File: config.mk
export PLATFORM = sky130hd
export DESIGN_NAME = tsc_trigger_sync
export DESIGN_NICKNAME = d
export VERILOG_FILES = /design/src/rtl/tsc_pkg.sv /design/src/rtl/tsc_evt_if.sv /design/src/rtl/tsc_src_sel.sv /design/src/rtl/tsc_trigger_sync.sv
export SDC_FILE = /design/constraint.sdc
export NUM_CORES = 1
export LEC_CHECK = 0
export CAP_MARGIN = 10
export CORE_ASPECT_RATIO = 1.2
export CORE_UTILIZATION = 40
export CTS_BUF_LIST = sky130_fd_sc_hd__clkbuf_4 sky130_fd_sc_hd__clkbuf_8
export DETAILED_ROUTE_END_ITERATION = 12
export DONT_BUFFER_PORTS = 1
export GPL_ROUTABILITY_DRIVEN = 0
export HOLD_SLACK_MARGIN = 0.1
export SLEW_MARGIN = 10
export SYNTH_ARGS = -nofsm -noshare
export SYNTH_HDL_FRONTEND = slang
export SYNTH_SLANG_ARGS = --single-unit
File: constraint.sdc
create_clock -name clk_sys_in -period 9 [get_ports clk_sys_in]
set_clock_uncertainty 0.1 [all_clocks]
set_input_delay 1.8 -clock clk_sys_in [delete_from_list [all_inputs] [get_ports clk_sys_in]]
set_output_delay 1.8 -clock clk_sys_in [all_outputs]
set_load 0.1 [all_outputs]
File: src/rtl/tsc_pkg.sv
package tsc_pkg;
    // clock and sample timebase
    localparam int CLK_PERIOD_NS = 20;
    localparam int SAMPLE_PERIOD_NS = 1300;
    localparam logic [15:0] TIMER_RESET = 16'(SAMPLE_PERIOD_NS / CLK_PERIOD_NS);

    // sizes
    localparam int NUM_CH = 4;
    localparam int NUM_LINES = 8;
    localparam int SAMPLE_W = 16;
    localparam int COUNT_W = 24;
    localparam int NUM_SRC = 17;

    // register byte offsets
    localparam logic [7:0] ADDR_CTRL = 8'h00;
    localparam logic [7:0] ADDR_CMD = 8'h04;
    localparam logic [7:0] ADDR_POST = 8'h08;
    localparam logic [7:0] ADDR_TIMER = 8'h0C;
    localparam logic [7:0] ADDR_DRIVE = 8'h10;
    localparam logic [7:0] ADDR_SAMPSEL = 8'h14;
    localparam logic [7:0] ADDR_STATUS = 8'h18;
    localparam logic [3:0] ADDR_LEVEL_HI = 4'h2;

    // control register fields
    localparam int CTRL_SRC_A_LSB = 0;
    localparam int CTRL_SRC_B_LSB = 5;
    localparam int CTRL_SLOPE_A = 10;
    localparam int CTRL_SLOPE_B = 11;
    localparam int CTRL_ROLE_LSB = 12;
    localparam int CTRL_PAIR_LSB = 14;

    // command bits, write-only strobes
    localparam int CMD_INIT = 0;
    localparam int CMD_ABORT = 1;
    localparam int CMD_BUS = 2;

    // drive and sample-select fields
    localparam int DRIVE_SRC_LSB = 8;
    localparam int SAMPSEL_LINE_LSB = 1;

    // event source codes
    localparam logic [4:0] SRC_OFF = 5'h00;
    localparam logic [4:0] SRC_BUS = 5'h01;
    localparam logic [4:0] SRC_EXT = 5'h02;
    localparam logic [4:0] SRC_HOLD = 5'h03;
    localparam logic [4:0] SRC_IMM = 5'h04;
    localparam logic [4:0] SRC_LVL_BASE = 5'h05;
    localparam logic [4:0] SRC_LINE_BASE = 5'h09;
    localparam logic [4:0] SRC_LINE_LAST = 5'h10;

    // sync roles
    localparam logic [1:0] ROLE_STD = 2'h0;
    localparam logic [1:0] ROLE_MASTER = 2'h1;
    localparam logic [1:0] ROLE_SLAVE = 2'h2;

    // reset values
    localparam logic [COUNT_W-1:0] POST_RESET = 24'h000001;
    localparam logic [SAMPLE_W-1:0] LEVEL_RESET = 16'h8000;
    localparam logic [7:0] DRIVE_EN_RESET = 8'h00;
    localparam logic [7:0] DRIVE_SRC_RESET = 8'hFF;

    typedef enum logic [3:0] {
        ST_IDLE = 4'h1,
        ST_ARMED = 4'h2,
        ST_POST = 4'h4,
        ST_DONE = 4'h8
    } tsc_state_t;
endpackage

File: src/rtl/tsc_evt_if.sv
`timescale 1ns/1ps
// candidate trigger events shared by both source selectors
interface tsc_evt_if;
    logic [tsc_pkg::NUM_SRC-1:0] evt;
    logic ext_rise;
    logic ext_fall;
    modport prov (output evt, output ext_rise, output ext_fall);
    modport sel (input evt, input ext_rise, input ext_fall);
endinterface

File: src/rtl/tsc_src_sel.sv
`timescale 1ns/1ps
// one event source selector: picks one candidate event by code
module tsc_src_sel (
    input wire logic [4:0] code_in,
    input wire logic slope_neg_in,
    input wire logic [7:0] block_in,
    tsc_evt_if.sel ev,
    output logic hit_out
);
    wire is_line;
    wire [4:0] line_off;
    wire line_blocked;
    wire in_range;

    // line codes map onto backplane lines 0..7
    assign is_line = (code_in >= tsc_pkg::SRC_LINE_BASE) && (code_in <= tsc_pkg::SRC_LINE_LAST);
    assign line_off = code_in - tsc_pkg::SRC_LINE_BASE;
    assign line_blocked = is_line && block_in[line_off[2:0]];
    assign in_range = code_in <= tsc_pkg::SRC_LINE_LAST;

    // outside event edge follows the per-source polarity
    assign hit_out = (code_in == tsc_pkg::SRC_EXT) ? (slope_neg_in ? ev.ext_fall : ev.ext_rise)
                   : (line_blocked || !in_range) ? 1'b0
                   : ev.evt[code_in];
endmodule

File: src/rtl/tsc_trigger_sync.sv
// The AHB-Lite register port and the placing of the registers were decided locally.
`timescale 1ns/1ps
module tsc_trigger_sync (
    input wire logic clk_sys_in,
    input wire logic srst_in,
    input wire logic hsel_in,
    input wire logic [31:0] haddr_in,
    input wire logic [1:0] htrans_in,
    input wire logic hwrite_in,
    input wire logic [2:0] hsize_in,
    input wire logic [31:0] hwdata_in,
    input wire logic hready_in,
    output logic [31:0] hrdata_out,
    output logic hreadyout_out,
    output logic hresp_out,
    input wire logic [tsc_pkg::NUM_CH-1:0][tsc_pkg::SAMPLE_W-1:0] ch_data_in,
    input wire logic ch_valid_in,
    input wire logic outside_event_input_in,
    input wire logic [7:0] line_in,
    output logic [7:0] line_out,
    output logic [7:0] line_oe_out,
    output logic trigger_out,
    output logic take_reading_out,
    output logic sample_tick_out,
    output logic acq_busy_out
);
    // configuration registers
    logic [4:0] src_a;
    logic [4:0] src_b;
    logic slope_a;
    logic slope_b;
    logic [1:0] role;
    logic [1:0] pair;
    logic [tsc_pkg::COUNT_W-1:0] post_cnt;
    logic [15:0] timer_per;
    logic [7:0] drv_en;
    logic [7:0] drv_src;
    logic samp_from_line;
    logic [2:0] samp_line;
    logic [tsc_pkg::SAMPLE_W-1:0] level [tsc_pkg::NUM_CH];
    // bus data phase
    logic wr_pend;
    logic [7:0] wr_addr;
    // synchronisers and live state
    logic [8:0] sync1;
    logic [8:0] sync2;
    logic [8:0] sync3;
    logic [tsc_pkg::NUM_CH-1:0] lvl_hit;
    logic [15:0] tmr;
    logic trig_hold;
    logic [tsc_pkg::COUNT_W-1:0] remaining;
    logic [tsc_pkg::COUNT_W-1:0] taken;
    tsc_pkg::tsc_state_t state;
    tsc_pkg::tsc_state_t next_state;

    wire addr_ok;
    wire [7:0] ra;
    wire [31:0] ctrl_rd;
    wire [31:0] rd_word;
    wire we_ctrl;
    wire we_cmd;
    wire we_post;
    wire we_timer;
    wire we_drive;
    wire we_sampsel;
    wire cmd_init;
    wire cmd_abort;
    wire cmd_bus;
    wire [7:0] line_rise;
    wire ext_rise;
    wire ext_fall;
    wire in_role;
    wire is_master;
    wire is_slave;
    wire [2:0] pair_n;
    wire [2:0] trig_line;
    wire [4:0] eff_a;
    wire [7:0] block_b;
    wire hit_a;
    wire hit_b;
    wire armed;
    wire trig_accept;
    wire local_fire;
    wire timer_tick;
    wire sample_level;
    wire line_mode;
    wire [2:0] sel_line;
    wire sample_tick;
    wire take_now;

    tsc_evt_if evt_bus ();

    // single-cycle slave: never waits, never errors
    assign hreadyout_out = 1'b1;
    assign hresp_out = 1'b0;
    assign addr_ok = hsel_in && htrans_in[1] && hready_in;
    assign ra = haddr_in[7:0];

    // address phase is held for the write data phase
    always_ff @(posedge clk_sys_in) begin
        if (srst_in) begin
            wr_pend <= 1'b0;
            wr_addr <= 8'h00;
        end else begin
            wr_pend <= addr_ok && hwrite_in;
            wr_addr <= ra;
        end
    end

    // write decode in the data phase
    assign we_ctrl = wr_pend && (wr_addr == tsc_pkg::ADDR_CTRL);
    assign we_cmd = wr_pend && (wr_addr == tsc_pkg::ADDR_CMD);
    assign we_post = wr_pend && (wr_addr == tsc_pkg::ADDR_POST);
    assign we_timer = wr_pend && (wr_addr == tsc_pkg::ADDR_TIMER);
    assign we_drive = wr_pend && (wr_addr == tsc_pkg::ADDR_DRIVE);
    assign we_sampsel = wr_pend && (wr_addr == tsc_pkg::ADDR_SAMPSEL);
    assign cmd_init = we_cmd && hwdata_in[tsc_pkg::CMD_INIT];
    assign cmd_abort = we_cmd && hwdata_in[tsc_pkg::CMD_ABORT];
    assign cmd_bus = we_cmd && hwdata_in[tsc_pkg::CMD_BUS];

    // readback shows programmed sources, never the values a role forces
    assign ctrl_rd = {16'h0000, pair, role, slope_b, slope_a, src_b, src_a};
    assign rd_word = (ra == tsc_pkg::ADDR_CTRL) ? ctrl_rd
                   : (ra == tsc_pkg::ADDR_POST) ? {8'h00, post_cnt}
                   : (ra == tsc_pkg::ADDR_TIMER) ? {16'h0000, timer_per}
                   : (ra == tsc_pkg::ADDR_DRIVE) ? {16'h0000, drv_src, drv_en}
                   : (ra == tsc_pkg::ADDR_SAMPSEL) ? {28'h0000000, samp_line, samp_from_line}
                   : (ra == tsc_pkg::ADDR_STATUS) ? {remaining, 3'h0, trig_hold, 4'(state)}
                   : (ra[7:4] == tsc_pkg::ADDR_LEVEL_HI) ? {16'h0000, level[ra[3:2]]}
                   : 32'h00000000;

    // read data registered at the address phase, valid in the data phase
    always_ff @(posedge clk_sys_in) begin
        if (srst_in) begin
            hrdata_out <= 32'h00000000;
        end else if (addr_ok && !hwrite_in) begin
            hrdata_out <= rd_word;
        end
    end

    // configuration writes; reset state follows power-on defaults
    always_ff @(posedge clk_sys_in) begin
        if (srst_in) begin
            src_a <= tsc_pkg::SRC_IMM;
            src_b <= tsc_pkg::SRC_HOLD;
            slope_a <= 1'b0;
            slope_b <= 1'b0;
            role <= tsc_pkg::ROLE_STD;
            pair <= 2'h0;
            post_cnt <= tsc_pkg::POST_RESET;
            timer_per <= tsc_pkg::TIMER_RESET;
            drv_en <= tsc_pkg::DRIVE_EN_RESET;
            drv_src <= tsc_pkg::DRIVE_SRC_RESET;
            samp_from_line <= 1'b0;
            samp_line <= 3'h0;
        end else begin
            if (we_ctrl) begin
                src_a <= hwdata_in[tsc_pkg::CTRL_SRC_A_LSB +: 5];
                src_b <= hwdata_in[tsc_pkg::CTRL_SRC_B_LSB +: 5];
                slope_a <= hwdata_in[tsc_pkg::CTRL_SLOPE_A];
                slope_b <= hwdata_in[tsc_pkg::CTRL_SLOPE_B];
                role <= hwdata_in[tsc_pkg::CTRL_ROLE_LSB +: 2];
                pair <= hwdata_in[tsc_pkg::CTRL_PAIR_LSB +: 2];
            end
            if (we_post) begin
                post_cnt <= hwdata_in[tsc_pkg::COUNT_W-1:0];
            end
            if (we_timer) begin
                timer_per <= hwdata_in[15:0];
            end
            if (we_drive) begin
                drv_en <= hwdata_in[7:0];
                drv_src <= hwdata_in[tsc_pkg::DRIVE_SRC_LSB +: 8];
            end
            if (we_sampsel) begin
                samp_from_line <= hwdata_in[0];
                samp_line <= hwdata_in[tsc_pkg::SAMPSEL_LINE_LSB +: 3];
            end
        end
    end

    // pins arrive asynchronously; only stage two and three feed edge logic
    always_ff @(posedge clk_sys_in) begin
        if (srst_in) begin
            sync1 <= 9'h000;
            sync2 <= 9'h000;
            sync3 <= 9'h000;
        end else begin
            sync1 <= {outside_event_input_in, line_in};
            sync2 <= sync1;
            sync3 <= sync2;
        end
    end
    assign line_rise = sync2[7:0] & ~sync3[7:0];
    assign ext_rise = sync2[8] && !sync3[8];
    assign ext_fall = !sync2[8] && sync3[8];

    // per-channel threshold registers and comparators
    genvar k;
    generate
        for (k = 0; k < tsc_pkg::NUM_CH; k++) begin : g_ch
            always_ff @(posedge clk_sys_in) begin
                if (srst_in) begin
                    level[k] <= tsc_pkg::LEVEL_RESET;
                    lvl_hit[k] <= 1'b0;
                end else begin
                    if (wr_pend && wr_addr == {tsc_pkg::ADDR_LEVEL_HI, 2'(k), 2'h0}) begin
                        level[k] <= hwdata_in[tsc_pkg::SAMPLE_W-1:0];
                    end
                    // judged only on real samples, so the hit value may overshoot
                    lvl_hit[k] <= ch_valid_in && ($signed(ch_data_in[k]) >= $signed(level[k]));
                end
            end

        end
    endgenerate

    // candidate events, indexed by source code
    assign evt_bus.evt = {line_rise, lvl_hit, 1'b1, 1'b0, 1'b0, cmd_bus, 1'b0};
    assign evt_bus.ext_rise = ext_rise;
    assign evt_bus.ext_fall = ext_fall;

    // roles pair line n (sample) with line n+1 (trigger)
    assign in_role = role != tsc_pkg::ROLE_STD;
    assign is_master = role == tsc_pkg::ROLE_MASTER;
    assign is_slave = role == tsc_pkg::ROLE_SLAVE;
    assign pair_n = {pair, 1'b0};
    assign trig_line = {pair, 1'b1};
    assign eff_a = in_role ? (tsc_pkg::SRC_LINE_BASE + {2'h0, trig_line}) : src_a;
    assign block_b = in_role ? (8'h03 << pair_n) : 8'h00;

    tsc_src_sel u_sel_a (
        .code_in(eff_a),
        .slope_neg_in(slope_a),
        .block_in(8'h00),
        .ev(evt_bus.sel),
        .hit_out(hit_a)
    );

    // in a role only source b is free and it feeds the shared trigger line
    tsc_src_sel u_sel_b (
        .code_in(src_b),
        .slope_neg_in(slope_b),
        .block_in(block_b),
        .ev(evt_bus.sel),
        .hit_out(hit_b)
    );

    // in a role every module accepts only the shared line, so all fire alike
    assign armed = state == tsc_pkg::ST_ARMED;
    assign trig_accept = armed && (in_role ? hit_a : (hit_a || hit_b));
    assign local_fire = armed && (in_role ? hit_b : trig_accept);

    // trigger signal level held until the acquisition ends; set wins over clear
    always_ff @(posedge clk_sys_in) begin
        if (srst_in) begin
            trig_hold <= 1'b0;
        end else if (local_fire) begin
            trig_hold <= 1'b1;
        end else if (cmd_abort || cmd_init || state == tsc_pkg::ST_DONE) begin
            trig_hold <= 1'b0;
        end
    end

    // internal sample timer; a period of zero or one ticks every cycle
    always_ff @(posedge clk_sys_in) begin
        if (srst_in) begin
            tmr <= 16'h0000;
        end else if (tmr == 16'h0000) begin
            tmr <= (timer_per == 16'h0000) ? 16'h0000 : timer_per - 16'h0001;
        end else begin
            tmr <= tmr - 16'h0001;
        end
    end
    assign timer_tick = tmr == 16'h0000;
    assign sample_level = tmr > (timer_per >> 1);

    // master also samples its own line so it stays aligned with slaves
    assign line_mode = in_role || samp_from_line;
    assign sel_line = in_role ? pair_n : samp_line;
    assign sample_tick = line_mode ? line_rise[sel_line] : timer_tick;
    assign take_now = (state == tsc_pkg::ST_POST) && sample_tick && (remaining != '0);

    // line drivers; trigger lines are wired-or, so they drive only while asserted
    genvar i;
    generate
        for (i = 0; i < tsc_pkg::NUM_LINES; i++) begin : g_line
            wire pair_s = in_role && (pair_n == 3'(i));
            wire pair_t = in_role && (trig_line == 3'(i));
            wire want_s = pair_s ? is_master : (!pair_t && drv_en[i] && !drv_src[i]);
            wire want_t = pair_t || (!pair_s && drv_en[i] && drv_src[i]);
            always_ff @(posedge clk_sys_in) begin
                if (srst_in) begin
                    line_oe_out[i] <= 1'b0;
                    line_out[i] <= 1'b0;
                end else begin
                    line_oe_out[i] <= want_s || (want_t && trig_hold);
                    line_out[i] <= want_s ? sample_level : 1'b1;
                end
            end
        end
    endgenerate

    // acquisition sequencing
    always_comb begin
        next_state = state;
        unique case (state)
            tsc_pkg::ST_IDLE: begin
                if (cmd_init) next_state = tsc_pkg::ST_ARMED;
            end
            tsc_pkg::ST_ARMED: begin
                if (cmd_abort) next_state = tsc_pkg::ST_IDLE;
                else if (trig_accept) next_state = tsc_pkg::ST_POST;
            end
            tsc_pkg::ST_POST: begin
                if (cmd_abort) next_state = tsc_pkg::ST_IDLE;
                else if (remaining == '0) next_state = tsc_pkg::ST_DONE;
            end
            tsc_pkg::ST_DONE: begin
                if (cmd_abort) next_state = tsc_pkg::ST_IDLE;
                else if (cmd_init) next_state = tsc_pkg::ST_ARMED;
            end
            default: next_state = tsc_pkg::ST_IDLE;
        endcase
    end

    // state, reading countdown and registered strobes
    always_ff @(posedge clk_sys_in) begin
        if (srst_in) begin
            state <= tsc_pkg::ST_IDLE;
            remaining <= '0;
            taken <= '0;
            trigger_out <= 1'b0;
            take_reading_out <= 1'b0;
            sample_tick_out <= 1'b0;
        end else begin
            state <= next_state;
            if (trig_accept) begin
                remaining <= post_cnt;
                taken <= '0;
            end else if (take_now) begin
                remaining <= remaining - 1'b1;
                taken <= taken + 1'b1;
            end
            trigger_out <= trig_accept;
            take_reading_out <= take_now;
            sample_tick_out <= sample_tick;
        end
    end
    assign acq_busy_out = state[1] || state[2];
endmodule

---- Yosys cells after proc, flatten, opt, wreduce, memory -nomap -nowiden ----
Memory sizes are Yosys's and may differ from the RTL's.
Index checks and enable logic that the tools add are counted.
storage, ports and cells
  register bits after elaboration ......... 212
  memory bits (writable) .................. 64
  bits in read-only memories .............. 8
  output and inout port bits .............. 54
  logic and storage cells ................. 294
  memories ................................ 2
cells by class
  $add $sub $neg .......................... 6
  magnitude comparators ................... 14
  equal/unequal tests ..................... 27
  shift-type cells ........................ 1
  mux-type cells .......................... 71
  bitwise gates (word level) .............. 6
  reduce and logical (&&, ||, !) cells .... 122
memories
  memory           words  bits a word  read ports  clocked after memory_dff  write ports  line                    source
  level            4      16           5           0                         4            tsc_trigger_sync.sv:40  logic [tsc_pkg::SAMPLE_W-1:0] level [tsc_pkg::NUM_CH];
  (no name shown)  8      1            1           0                         0            tsc_src_sel.sv:18       assign line_blocked = is_line && block_in[line_off[2:0]];
operators with widths
  cell                   count
  $mux 32                6
  $mux 16                7
  $logic_and 1x1->1      70
  $ge 16x16->1           4
  $mux 24                2
  $mux 1                 42
  $eq 8x5->1 const B     5
  $eq 8x4->1 const B     4
  $eq 8x6->1 const B     4
  $logic_not 16->1       2
  $sub 16x1->16 const B  2
  $logic_not 24->1       1
  $mux 4                 6
  $reduce_bool 24->1     1
  $sub 24x1->24 const B  1
  $logic_or 1x1->1       20
  $logic_not 1->1        19
  $gt 16x15->1           1
  $logic_not 8->1        2
  $pmux 4 s4             1
  $lt 3x4->1 const B     3
  $lt 5x6->1 const B     2
  $bmux 1 s5             2
  $eq 5x2->1 const B     2
  other kinds (24)       38

---- Depth between registers and ports, before layout ----
Gate-level depths: netlist of run 1.
  depth after elaboration ................. 15
  depth in mapped cells ................... 11

---- By module ----
From an unflattened synthesis of run 1, not the netlist that was laid out.
second synthesis, totals
  cells, all modules ...................... 1671
  area total of the unflattened synthesis .. 15185.8 um^2
modules (own cells, without submodules)
  module            instances  cells an instance  area each (um^2)  sequential area each (um^2)
  tsc_trigger_sync  1          1615               14527.7           6165.9
  tsc_src_sel       2          28                 329.1             0.0

---- Least setup slack after synthesis of run 1 ----
OpenSTA, ideal clock, no wires.
  path type ............................... input -> register
  start point ............................. input haddr_in[2]
  end point ............................... register hrdata_out[7]
  library setup time ...................... 0.132 ns
  data arrival time ....................... 3.770 ns
  slack ................................... 4.998 ns
  stages .................................. 8
  cell sequence ........................... clkbuf_1 > buf_1 > clkbuf_1 > nor3_1 > a222oi_1 > a21oi_1 > a311oi_1 > nor3_1
between the ends
  cells in the longest elaborated chain, start to end .. 8
  elaborated cells between the ends (all ways) .. 14
  those cells by class .................... eq/ne (5); mux (7); reduce/logical (1); memory (1)
ends and longest elaborated chain
  item                  line                     source
  start, declared       tsc_trigger_sync.sv:7    input wire logic [31:0] haddr_in,
  $mem_v2 4x16          n/a
  $mux 16               tsc_trigger_sync.sv:129  : (ra[7:4] == tsc_pkg::ADDR_LEVEL_HI) ? {16'h0000, level[ra[3:2]]}
  $mux 32               tsc_trigger_sync.sv:128  : (ra == tsc_pkg::ADDR_STATUS) ? {remaining, 3'h0, trig_hold, 4'(state)}
  $mux 32               tsc_trigger_sync.sv:127  : (ra == tsc_pkg::ADDR_SAMPSEL) ? {28'h0000000, samp_line, samp_from_line}
  $mux 32               tsc_trigger_sync.sv:126  : (ra == tsc_pkg::ADDR_DRIVE) ? {16'h0000, drv_src, drv_en}
  $mux 32               tsc_trigger_sync.sv:125  : (ra == tsc_pkg::ADDR_TIMER) ? {16'h0000, timer_per}
  $mux 32               tsc_trigger_sync.sv:124  : (ra == tsc_pkg::ADDR_POST) ? {8'h00, post_cnt}
  $mux 32 *             tsc_trigger_sync.sv:123  assign rd_word = (ra == tsc_pkg::ADDR_CTRL) ? ctrl_rd
  end signal, assigned  tsc_trigger_sync.sv:137  hrdata_out <= rd_word;
  end, declared         tsc_trigger_sync.sv:13   output logic [31:0] hrdata_out,
Mark *: on every way between the ends. The rest lies on a longest branch, timed or not.
A chain may end at the register's enable or synchronous reset.

---- Final worst setup path of run 1 ----
  start point ............................. register tmr[10]
  end point ............................... register remaining[19] (netlist bit)
between the ends
  cells in the longest elaborated chain, start to end .. 5
ends and longest elaborated chain
  item                                line                     source
  start, declared                     tsc_trigger_sync.sv:49   logic [15:0] tmr;
  start signal, assigned              tsc_trigger_sync.sv:270  tmr <= (timer_per == 16'h0000) ? 16'h0000 : timer_per - 16'h0001;
  start signal, assigned              tsc_trigger_sync.sv:272  tmr <= tmr - 16'h0001;
  $logic_not 16->1                    tsc_trigger_sync.sv:275  assign timer_tick = tmr == 16'h0000;
  $mux 1                              tsc_trigger_sync.sv:281  assign sample_tick = line_mode ? line_rise[sel_line] : timer_tick;
  $logic_and 1x1->1 (2 in series)     tsc_trigger_sync.sv:282  assign take_now = (state == tsc_pkg::ST_POST) && sample_tick && (remaining != '0);
  $reduce_bool 2->1 (no source line)  n/a
  end signal, assigned                tsc_trigger_sync.sv:339  remaining <= post_cnt;
  end signal, assigned                tsc_trigger_sync.sv:342  remaining <= remaining - 1'b1;
  end, declared                       tsc_trigger_sync.sv:51   logic [tsc_pkg::COUNT_W-1:0] remaining;
No other way between the ends.

==> results_tabular.tex, run 1 <==
\begin{tabular}{lr}
\hline
Metric & Value \\
\hline
\multicolumn{2}{l}{\textbf{Logic synthesis}} \\
\quad Fraction of synthesis flops using an asynchronous set or reset pin & 0\% \\
\quad Synth Register Bits & 276 \\
\quad Gate Count Post-Synth & 1,608 \\
\quad Number of synthesized flops with an enable pin & 64 \\
\quad Primary flip-flop cell chosen by synthesis mapping & dfxtp\_1 \\
\quad Net count after synthesis & 1,846 \\
\quad Sequential area share after synthesis & 41.9\% \\
\quad Synth warn & 0 \\
\quad Mean instance size in the synthesized netlist & 9.14 µm² \\
\quad Post-synth design cell area & 0.0147 mm² \\
\quad Number of distinct library cells after synthesis & 79 \\
\multicolumn{2}{l}{\textbf{Pwr}} \\
\quad Total leakage power & 6.24 nW \\
\quad Pwr/cell area & 195 mW/mm² \\
\quad Total power consumption of the routed design & 0.00313 W \\
\quad Worst ir drop on vdd & 0.116 mV \\
\multicolumn{2}{l}{\textbf{Placement}} \\
\quad HPWL after DPL & 33,900 µm \\
\quad Total of buffers placed on input and output ports & 0 \\
\multicolumn{2}{l}{\textbf{Critical path}} \\
\quad Startpoint of the lowest-slack register-to-register path & tmr[10]\$\_SDFF\_PP0\_ \\
\quad Cell type of the slowest stage on the worst timing path & a2111oi\_4 \\
\quad Element type at the critical path end & register \\
\quad Critical Path AT & 4760 ps \\
\quad Worst-case reg-to-reg path depth & 8 \\
\quad Critical Path Source & tmr[10]\$\_SDFF\_PP0\_ \\
\quad Data required time at the worst endpoint & 9410 ps \\
\quad Delay of the slowest cell on the worst path & 970 ps \\
\quad Top fanout value on the critical path & 14 \\
\quad Category of the critical setup timing path & reg2reg \\
\quad Crit Reg-Reg Endpoint & remaining[19]\$\_SDFFE\_PP0P\_ \\
\quad Startpoint type of the worst setup path & register \\
\quad Critical-path cell list & or4\_1 > nor4\_2 > nand4b\_1 > a2111oi\_4 > nand3\_1 > nor4\_1 > xnor2\_1 > a211oi\_1 \\
\quad Setup slack of the worst register-to-register path & 4640 ps \\
\multicolumn{2}{l}{\textbf{GRT}} \\
\quad Global Route met2 Usage & 41.3\% \\
\quad Gr busiest metal & met2 \\
\quad Initial antenna violation count & 0 \\
\quad GR Util All Layers & 24.6\% \\
\quad Residual overflow from global routing & 0 \\
\quad Global-route wire length before repair & 70,000 µm \\
\quad Global routing usage on met1 & 29.9\% \\
\quad Pin count of the biggest net entering global routing & 217 \\
\quad Met3 Track Usage GR & 5.35\% \\
\quad Via count of the first global-routing pass & 11,832 \\
\multicolumn{2}{l}{\textbf{Finish}} \\
\quad \# diodes & 0 \\
\quad Most common cell after layout, fill and taps aside & dfxtp\_1 \\
\quad Number of fillers in the final layout & 3,471 \\
\quad Total Nets Final & 1,819 \\
\quad Highest-count cells in the layout ignoring fill and taps & dfxtp\_1, nor2\_1, nand2\_1 \\
\quad Signed area change from the synthesized netlist to the final layout & 9.18\% \\
\quad Share of layout cells above drive strength 1 & 8.78\% \\
\multicolumn{2}{l}{\textbf{Detailed routing}} \\
\quad Count of unresolved DRC violations after routing & 0 \\
\quad Wire length per cell & 22.2 µm \\
\quad Number of routed nets with antenna violations & 0 \\
\quad Total length of routed wires & 46,300 µm \\
\quad Number of vias per cell after detailed routing & 5.79 \\
\quad Pre-Repair DR Iteration Count & 8 \\
\quad Number of vias in the routed layout & 12,078 \\
\quad First-iteration detailed-routing DRC count & 891 \\
\multicolumn{2}{l}{\textbf{Timing}} \\
\quad Min Clock Period, post-route & 4360 ps \\
\quad Total count of hold-check failures in the final report & 0 \\
\quad Slew at the pin closest to its max-slew limit & 1120 ps \\
\quad Unrepaired setup endpoints after global routing & no \\
\quad Final Setup Violations & 0 \\
\quad Max Freq & 0.230 GHz \\
\quad Tightest slew margin relative to the limit & 24.8\% \\
\quad Total Negative Setup Slacks & 0 ps \\
\quad Final period util & 48.4\% \\
\quad Final Max Slew Viols & 0 \\
\multicolumn{2}{l}{\textbf{Die}} \\
\quad Chip width & 177 µm \\
\quad Initial Utilization & 40.8\% \\
\quad Vertical die dimension & 212 µm \\
\quad Standard-cell rows & 76 \\
\quad Core region area & 0.0360 mm² \\
\quad Die area & 0.0375 mm² \\
\quad Number of primary I/O pins & 202 \\
\multicolumn{2}{l}{\textbf{Clocking}} \\
\quad Number of levels in the clock H-tree & 2 \\
\quad Clk pin slew, worst setup/hold paths & 60 ps \\
\quad Clk Latency, worst-skew pair & 600 ps \\
\quad Hold-fix buffer count after cts & 0 \\
\quad Maximum clock path buffer count & 3 \\
\quad Inserted Clock Buffers & 46 \\
\quad Number of gates resized after CTS & 0 \\
\quad Master cell of the clock root buffer & clkbuf\_8 \\
\quad TritonCTS clock tree & yes \\
\quad Number of buffers added for setup after CTS & 0 \\
\quad Clock tree sinks & 276 \\
\multicolumn{2}{l}{\textbf{Min path}} \\
\quad Worst min path class & reg2reg \\
\quad Number of cells traversed by the worst hold path & 1 \\
\quad Hold Path Origin & sync1[2]\$\_SDFF\_PP0\_ \\
\quad Hold Crit Endpoint & sync2[2]\$\_SDFF\_PP0\_ \\
\multicolumn{2}{l}{\textbf{Outcome}} \\
\quad Outcome & completed \\
\multicolumn{2}{l}{\textbf{Job}} \\
\quad Max capacitance violation total & 0 \\
\hline
\end{tabular}
[metal layers]
layer / vias to the layer above / part of all wire [%]
li1: 5665 / -
met1: 5844 / 40
met2: 453 / 48
met3: 116 / 7.2
met4: 0 / 4.5
met5: - / 0
[power breakdown]
group / total, W / internal (W) / switching [W]
logic: 0.000513 / 0.000219 / 0.000294
registers: 0.00142 / 0.00132 / 0.000101
clock network: 0.00119 / 0.000671 / 0.000520
[critical path: cells and delay by family (launching register included)]
family | cells | cell delay (ps)
flip-flops | 1 | 350
AO/OA/AOI/OAI | 2 | 1200
AND/OR/NAND/NOR | 5 | 2520
XOR/XNOR | 1 | 100
[cell families (layout without fill, tap and decap cells)]
kind of cell	after synthesis	after routing	share of synthesized area [%]
fa+ha+maj	90	90	7.66
other cells	2	2	0.0511
flops	276	276	41.9
buf+inv	195	205	5.18
simple gates	604	604	21.3
mux	81	81	7.06
xor+xnor	39	39	2.32
compound gates	321	321	14.5
[sequential cells by signal (all words and copies together), names as in the netlist, 9 cells and up]
| name | flops |
|---|---|
| timer_per | 16 |
| hrdata_out | 32 |
| tmr | 16 |
| sync2 | 9 |
| remaining | 24 |
| sync1 | 9 |
| level | 64 |
| post_cnt | 24 |
| sync3 | 9 |
[stage by stage]
stage / std cells / util [%] / area, µm² / hold WS [ps] / worst slack [ps]
floorplan: 1608 / - / 14700 / 314 / 5000
CTS: 2085 / 44.5 / 16000 / 343 / 4640
global route: 2086 / 44.5 / 16100 / 354 / 4380
global placement: 2000 / 41.8 / 15100 / 325 / 4650
detailed placement: 2000 / 41.8 / 15100 / 332 / 4650
finish: 2086 / 44.5 / 16100 / 336 / 4640
[layout make-up]
cell class	count	area [µm²]	area share [%]
tap	468	586	3.65
multi-input combinational	1137	7800	48.6
inverter	106	398	2.48
clock inverter	14	124	0.772
timing repair buffer	14	109	0.678
sequential	276	6170	38.4
clock buffer	71	865	5.39
[worst max-delay path by stage]
stage | cells after the start | slack, ps | endpoint
after floorplan | 8 | 5000 | hrdata_out[7]$_SDFFE_PP0P_
after global routing | 8 | 4380 | remaining[21]$_SDFFE_PP0P_
after CTS | 8 | 4640 | remaining[19]$_SDFFE_PP0P_
final | 8 | 4640 | remaining[19]$_SDFFE_PP0P_
after global placement | 8 | 4650 | remaining[19]$_SDFFE_PP0P_
after detailed placement | 8 | 4650 | remaining[11]$_SDFFE_PP0P_
[cell usage after synthesis (11+ instances only)]
cell / instances / share of area [%]
inv_1: 106 / 2.7
a22oi_1: 25 / 1.3
xnor2_1: 29 / 1.7
nor2b_1: 57 / 2.4
ha_1: 90 / 7.7
or3_1: 16 / 0.68
a31oi_1: 22 / 0.94
dfxtp_1: 212 / 29
a221oi_1: 19 / 1.1
nor3_1: 45 / 1.5
a21o_1: 15 / 0.77
edfxtp_1: 64 / 13
nand2b_1: 22 / 0.94
nor2_1: 156 / 4.0
a21oi_1: 98 / 3.3
mux4_2: 18 / 2.8
nand2_1: 111 / 2.8
clkbuf_1: 77 / 2.0
a211o_1: 15 / 0.89
a211oi_1: 19 / 0.97
or4_1: 11 / 0.56
and2_1: 64 / 2.7
o21ai_0: 51 / 1.7
nand4_1: 26 / 1.1
nand3_1: 28 / 0.95
mux2i_1: 62 / 4.2
nor4_1: 17 / 0.72
Note: power is estimated with default switching activity, not from simulation.
==> run 2, diff against run 1 <==
==> constraint.sdc (replaced) <==
create_clock -name clk_sys_in -period 4.5 [get_ports clk_sys_in]
set_clock_uncertainty 0.1 [all_clocks]
set_input_delay 0.9 -clock clk_sys_in [delete_from_list [all_inputs] [get_ports clk_sys_in]]
set_output_delay 0.9 -clock clk_sys_in [all_outputs]
set_load 0.1 [all_outputs]
==> run 2 against run 1 <==
Against the previous run:
- setup slack got worse by 3800 ps
- clock power increased by 120%
- register-to-register slack got worse by 3800 ps
- first-iteration DRC count increased by 12%
- highest routed layer is now met5
- global-route usage increased by 0.29 points
- final cell count increased by 0.43%
==> results_tabular.tex, run 2 (synthesis gave the netlist of run 1 again) <==
\begin{tabular}{lr}
\hline
Metric & Value \\
\hline
\multicolumn{2}{l}{\textbf{Outcome}} \\
\quad Outcome & completed \\
\multicolumn{2}{l}{\textbf{Finish}} \\
\quad Largest Register & level \\
\quad Share of layout cells above drive strength 1 & 9.40\% \\
\quad Biggest registers after layout & level (64), hrdata\_out (32) \\
\quad Number of flip-flops under the largest register name & 64 \\
\quad Total Nets Final & 1,827 \\
\quad Signed area change from the synthesized netlist to the final layout & 10.2\% \\
\quad Highest-count cells in the layout ignoring fill and taps & dfxtp\_1, nor2\_1, nand2\_1 \\
\quad Post-route non-filler standard cell count & 2,095 \\
\quad Number of fillers in the final layout & 3,474 \\
\quad \# diodes & 0 \\
\quad Most common cell after layout, fill and taps aside & dfxtp\_1 \\
\multicolumn{2}{l}{\textbf{Detailed routing}} \\
\quad Number of routed nets with antenna violations & 0 \\
\quad Pre-Repair DR Iteration Count & 7 \\
\quad Total length of routed wires & 46,400 µm \\
\quad Number of vias per cell after detailed routing & 5.78 \\
\quad Wire length per cell & 22.2 µm \\
\quad First-iteration detailed-routing DRC count & 999 \\
\quad Number of vias in the routed layout & 12,119 \\
\quad Count of unresolved DRC violations after routing & 0 \\
\multicolumn{2}{l}{\textbf{Timing}} \\
\quad Total Negative Setup Slacks & 0 ps \\
\quad Max Freq & 0.276 GHz \\
\quad Min Clock Period, post-route & 3620 ps \\
\quad Total count of hold-check failures in the final report & 0 \\
\quad Final Max Slew Viols & 0 \\
\quad Tightest slew margin relative to the limit & 18.9\% \\
\quad Unrepaired setup endpoints after global routing & no \\
\quad Final period util & 80.4\% \\
\quad Final Setup Violations & 0 \\
\quad Slew at the pin closest to its max-slew limit & 1220 ps \\
\multicolumn{2}{l}{\textbf{Pwr}} \\
\quad Pwr/cell area & 400 mW/mm² \\
\quad Total power consumption of the routed design & 0.00648 W \\
\quad Total leakage power & 6.30 nW \\
\quad Worst ir drop on vdd & 0.220 mV \\
\multicolumn{2}{l}{\textbf{GRT}} \\
\quad Global-route wire length before repair & 70,600 µm \\
\quad Pin count of the biggest net entering global routing & 217 \\
\quad GR Util All Layers & 24.9\% \\
\quad Residual overflow from global routing & 0 \\
\quad Initial antenna violation count & 1 \\
\quad Via count of the first global-routing pass & 11,905 \\
\multicolumn{2}{l}{\textbf{Clocking}} \\
\quad Inserted Clock Buffers & 47 \\
\quad Master cell of the clock root buffer & clkbuf\_8 \\
\quad Number of buffers added for setup after CTS & 0 \\
\quad Clock tree sinks & 276 \\
\quad Number of levels in the clock H-tree & 2 \\
\quad TritonCTS clock tree & yes \\
\quad Number of gates resized after CTS & 0 \\
\quad Clk pin slew, worst setup/hold paths & 60 ps \\
\quad Maximum clock path buffer count & 3 \\
\quad Clk Latency, worst-skew pair & 610 ps \\
\quad Hold-fix buffer count after cts & 0 \\
\multicolumn{2}{l}{\textbf{Critical path}} \\
\quad Startpoint of the lowest-slack register-to-register path & role[1]\$\_SDFFE\_PP0P\_ \\
\quad Element type at the critical path end & register \\
\quad Worst-case reg-to-reg path depth & 8 \\
\quad Category of the critical setup timing path & reg2reg \\
\quad Crit Reg-Reg Endpoint & remaining[16]\$\_SDFFE\_PP0P\_ \\
\quad Setup slack of the worst register-to-register path & 880 ps \\
\quad Data required time at the worst endpoint & 4900 ps \\
\quad Critical Path AT & 4020 ps \\
\quad Startpoint type of the worst setup path & register \\
\quad Top fanout value on the critical path & 23 \\
\multicolumn{2}{l}{\textbf{Placement}} \\
\quad HPWL after DPL & 34,300 µm \\
\quad Cell count after placement & 2,007 \\
\quad Total of buffers placed on input and output ports & 0 \\
\multicolumn{2}{l}{\textbf{Die}} \\
\quad Chip width & 177 µm \\
\quad Initial Utilization & 40.8\% \\
\quad Die area & 0.0375 mm² \\
\quad Standard-cell rows & 76 \\
\quad Core region area & 0.0360 mm² \\
\quad Number of primary I/O pins & 202 \\
\quad Vertical die dimension & 212 µm \\
\multicolumn{2}{l}{\textbf{Min path}} \\
\quad Hold Path Origin & srst\_in \\
\quad Worst min path class & in2reg \\
\quad Hold Crit Endpoint & sync1[1]\$\_SDFF\_PP0\_ \\
\quad Number of cells traversed by the worst hold path & 1 \\
\multicolumn{2}{l}{\textbf{Job}} \\
\quad Max capacitance violation total & 0 \\
\hline
\end{tabular}
[run 2: cell types whose count changed in the layout (fill, tap and decap cells not counted), sizes merged]
| cell | change |
|---|---|
| buf | +7 |
| clkinv | +7 |
| bufinv | +4 |
| clkbuf | -13 |
| clkinvlp | +4 |
[run 2: through the flow]
step | hold WS [ps] | setup slack, ps | area, µm² | utilization, %
CTS | 264 | 943 | 16200 | 44.9
global route | 240 | 690 | 16200 | 44.9
finish | 280 | 880 | 16200 | 44.9
global placement | 325 | 1050 | 15100 | 41.9
floorplan | 314 | 1340 | 14700 | -
detailed placement | 331 | 978 | 15100 | 41.9
[run 2: routing by layer]
layer	vias to the layer above	routed length, µm	share of wire [%]	GRT usage, %
li1	5695	-	-	-
met1	5863	18500	40	29.9
met2	454	22700	49	42.8
met3	105	3430	7.4	5.56
met4	2	1780	3.8	10.1
met5	-	12	0.026	0
[run 2: worst max-delay path by stage]
stage	end	from	depth (start not counted)	slack (ps)
finish	remaining[16]$_SDFFE_PP0P_	role[1]$_SDFFE_PP0P_	8	880
CTS	remaining[16]$_SDFFE_PP0P_	role[1]$_SDFFE_PP0P_	8	940
global route	remaining[22]$_SDFFE_PP0P_	role[1]$_SDFFE_PP0P_	8	690
global placement	remaining[22]$_SDFFE_PP0P_	tmr[11]$_SDFF_PP0_	9	1050
floorplan	remaining[13]$_SDFFE_PP0P_	remaining[9]$_SDFFE_PP0P_	10	1340
detailed placement	remaining[22]$_SDFFE_PP0P_	tmr[3]$_SDFF_PP0_	9	980
[run 2: area by class of cell]
type	count	area (µm²)	share of cell area, %
multi-input combinational	1137	7800	48.2
clock inverter	29	315	1.95
inverter	106	398	2.46
timing repair buffer	21	161	0.996
sequential	276	6170	38.1
clock buffer	58	767	4.74
tap	468	586	3.62
[run 2: power by group]
part	internal (W)	switching, W	leakage [nW]	total [W]
combinational	0.000451	0.000583	3.39	0.00103
sequential	0.00264	0.000202	2.36	0.00285
clock	0.00149	0.00111	0.552	0.00260
[run 2: critical path: stages (launching register included)]
cell       delay [ps]
dfxtp_1           710
or2_2             510
mux2i_1           260
a311oi_1          100
a2111oi_4         670
nand3b_4          270
or4_1             470
or2_1             230
a31oi_1           190
==> run 3, diff against run 2 <==
==> constraint.sdc (replaced) <==
create_clock -name clk_sys_in -period 3.7 [get_ports clk_sys_in]
set_clock_uncertainty 0.1 [all_clocks]
set_input_delay 0.74 -clock clk_sys_in [delete_from_list [all_inputs] [get_ports clk_sys_in]]
set_output_delay 0.74 -clock clk_sys_in [all_outputs]
set_load 0.1 [all_outputs]
==> run 3 against run 2 <==
Against the previous run:
- setup slack worse by 650 ps
- count of clock-buffer cells in the layout up 14
- global-route usage down 0.34 points
==> results_tabular.tex, run 3 (synthesis gave the netlist of run 1 again) <==
\begin{tabular}{lr}
\hline
Metric & Value \\
\hline
\multicolumn{2}{l}{\textbf{Outcome}} \\
\quad Outcome & completed \\
\multicolumn{2}{l}{\textbf{Detailed routing}} \\
\quad Number of routed nets with antenna violations & 0 \\
\quad Pre-Repair DR Iteration Count & 5 \\
\quad Count of unresolved DRC violations after routing & 0 \\
\quad Number of vias in the routed layout & 12,270 \\
\quad Number of vias per cell after detailed routing & 5.83 \\
\quad Total length of routed wires & 46,300 µm \\
\quad Wire length per cell & 22.0 µm \\
\quad First-iteration detailed-routing DRC count & 955 \\
\multicolumn{2}{l}{\textbf{Die}} \\
\quad Standard-cell rows & 76 \\
\quad Core region area & 0.0360 mm² \\
\quad Number of primary I/O pins & 202 \\
\quad Chip width & 177 µm \\
\quad Initial Utilization & 40.8\% \\
\quad Vertical die dimension & 212 µm \\
\quad Die area & 0.0375 mm² \\
\multicolumn{2}{l}{\textbf{GRT}} \\
\quad Global routing usage on met1 & 30.2\% \\
\quad Global-route wire length before repair & 70,000 µm \\
\quad GR Util All Layers & 24.6\% \\
\quad Gr busiest metal & met2 \\
\quad Global Route met2 Usage & 42.1\% \\
\quad Pin count of the biggest net entering global routing & 217 \\
\quad Via count of the first global-routing pass & 11,775 \\
\quad Met3 Track Usage GR & 4.36\% \\
\quad Initial antenna violation count & 0 \\
\quad Residual overflow from global routing & 0 \\
\multicolumn{2}{l}{\textbf{Critical path}} \\
\quad Family of cells with the greatest summed delay on the critical path & simple AND/OR/NAND/NOR gates \\
\quad Data required time at the worst endpoint & 4100 ps \\
\quad Top fanout value on the critical path & 16 \\
\quad Critical-path cell list & nor2\_1 > mux2i\_1 > and4\_1 > a2111oi\_4 > nand3b\_4 > or4\_1 > or2\_1 > a31oi\_1 \\
\quad Startpoint type of the worst setup path & register \\
\quad Delay of the slowest cell on the worst path & 760 ps \\
\quad Count of buffering cells on the critical path with inverters included & 0 \\
\quad Category of the critical setup timing path & reg2reg \\
\quad Element type at the critical path end & register \\
\quad Cell type of the slowest stage on the worst timing path & nor2\_1 \\
\quad Critical Path AT & 3870 ps \\
\multicolumn{2}{l}{\textbf{Finish}} \\
\quad Total Nets Final & 1,839 \\
\quad Highest-count cells in the layout ignoring fill and taps & dfxtp\_1, nor2\_1, nand2\_1 \\
\quad Number of fillers in the final layout & 3,528 \\
\quad Largest Register & level \\
\quad Share of layout cells above drive strength 1 & 10.0\% \\
\quad \# diodes & 0 \\
\quad Biggest registers after layout & level (64), hrdata\_out (32) \\
\quad Number of flip-flops under the largest register name & 64 \\
\quad Signed area change from the synthesized netlist to the final layout & 10.3\% \\
\quad Final standard cell utilization of the core & 45.0\% \\
\quad Most common cell after layout, fill and taps aside & dfxtp\_1 \\
\quad Post-Layout Inst Area & 0.0162 mm² \\
\multicolumn{2}{l}{\textbf{Clocking}} \\
\quad Maximum clock path buffer count & 3 \\
\quad Inserted Clock Buffers & 45 \\
\quad Master cell of the clock root buffer & clkbuf\_8 \\
\quad Number of buffers added for setup after CTS & 0 \\
\quad Clock tree sinks & 276 \\
\quad TritonCTS clock tree & yes \\
\quad Number of levels in the clock H-tree & 2 \\
\quad Clk Latency, worst-skew pair & 590 ps \\
\quad Clk pin slew, worst setup/hold paths & 60 ps \\
\multicolumn{2}{l}{\textbf{Timing}} \\
\quad Unrepaired setup endpoints after global routing & no \\
\quad Tightest slew margin relative to the limit & 25.1\% \\
\quad Total count of hold-check failures in the final report & 0 \\
\quad Final Max Slew Viols & 0 \\
\quad Final period util & 93.8\% \\
\quad Min Clock Period, post-route & 3470 ps \\
\quad Total Negative Setup Slacks & 0 ps \\
\quad Final Setup Violations & 0 \\
\quad Max Freq & 0.288 GHz \\
\quad Slew at the pin closest to its max-slew limit & 1120 ps \\
\multicolumn{2}{l}{\textbf{Job}} \\
\quad Max capacitance violation total & 0 \\
\multicolumn{2}{l}{\textbf{Pwr}} \\
\quad Total leakage power & 6.35 nW \\
\quad Pwr/cell area & 472 mW/mm² \\
\quad Worst ir drop on vdd & 0.243 mV \\
\multicolumn{2}{l}{\textbf{Min path}} \\
\quad Worst min path class & in2reg \\
\multicolumn{2}{l}{\textbf{Placement}} \\
\quad HPWL after DPL & 34,200 µm \\
\quad Total of buffers placed on input and output ports & 0 \\
\quad Placement-stage cell area & 0.0152 mm² \\
\hline
\end{tabular}
## run 3: changes by cell type in the layout (fill, tap and decap cells not counted), moves of 4 or more
cell,previous run,this run
buf_4,20,34
clkbuf_4,5,13
clkbuf_8,53,59
clkinv_2,13,7
bufinv_16,6,1
clkinvlp_4,6,2
## run 3: worst paths after layout
check	startpoint	to	slack, ps	depth (start not counted)
max	role[1]$_SDFFE_PP0P_	remaining[16]$_SDFFE_PP0P_	230	8
min	srst_in	sync1[0]$_SDFF_PP0_	140	1
max reg2reg	role[1]$_SDFFE_PP0P_	remaining[16]$_SDFFE_PP0P_	230	8
min reg2reg	sync1[8]$_SDFF_PP0_	sync2[8]$_SDFF_PP0_	340	1
## run 3: power breakdown
| group | switching [W] | internal [W] |
|---|---|---|
| clock | 0.00125 | 0.00164 |
| sequential | 0.000247 | 0.00322 |
| combinational | 0.000724 | 0.000587 |
| total | 0.00222 | 0.00544 |
## run 3: area by class of cell
type	count	area (µm²)	share of cell area [%]
Multi-Input combinational cell	1137	7800	48.1
Sequential cell	276	6170	38.0
Clock buffer	72	910	5.61
Tap cell	468	586	3.61
Inverter	106	398	2.45
Timing Repair Buffer	35	265	1.64
Clock inverter	12	92.6	0.571
## run 3: what timing repair did
item / CTS / global route
endpoints found under the hold margin: 1 / 0
gates resized for setup: 0 / 0
hold buffers: 1 / 0
setup endpoints to repair: 0 / 0
## run 3: metrics by stage
stage	std cells	setup slack [ps]	power (W)	hold WS, ps
after floorplan	1608	536	0.00449	314
after global placement	2021	323	0.00481	322
after detailed placement	2021	310	0.00484	326
after CTS	2106	291	0.00773	102
after global routing	2106	91.4	0.00803	102
final	2106	229	0.00766	142
## run 3: layer usage
metal / up-vias / wire [µm]
li1: 5727 / -
met1: 5990 / 18700
met2: 464 / 22700
met3: 89 / 3260
met4: 0 / 1650
met5: - / 0
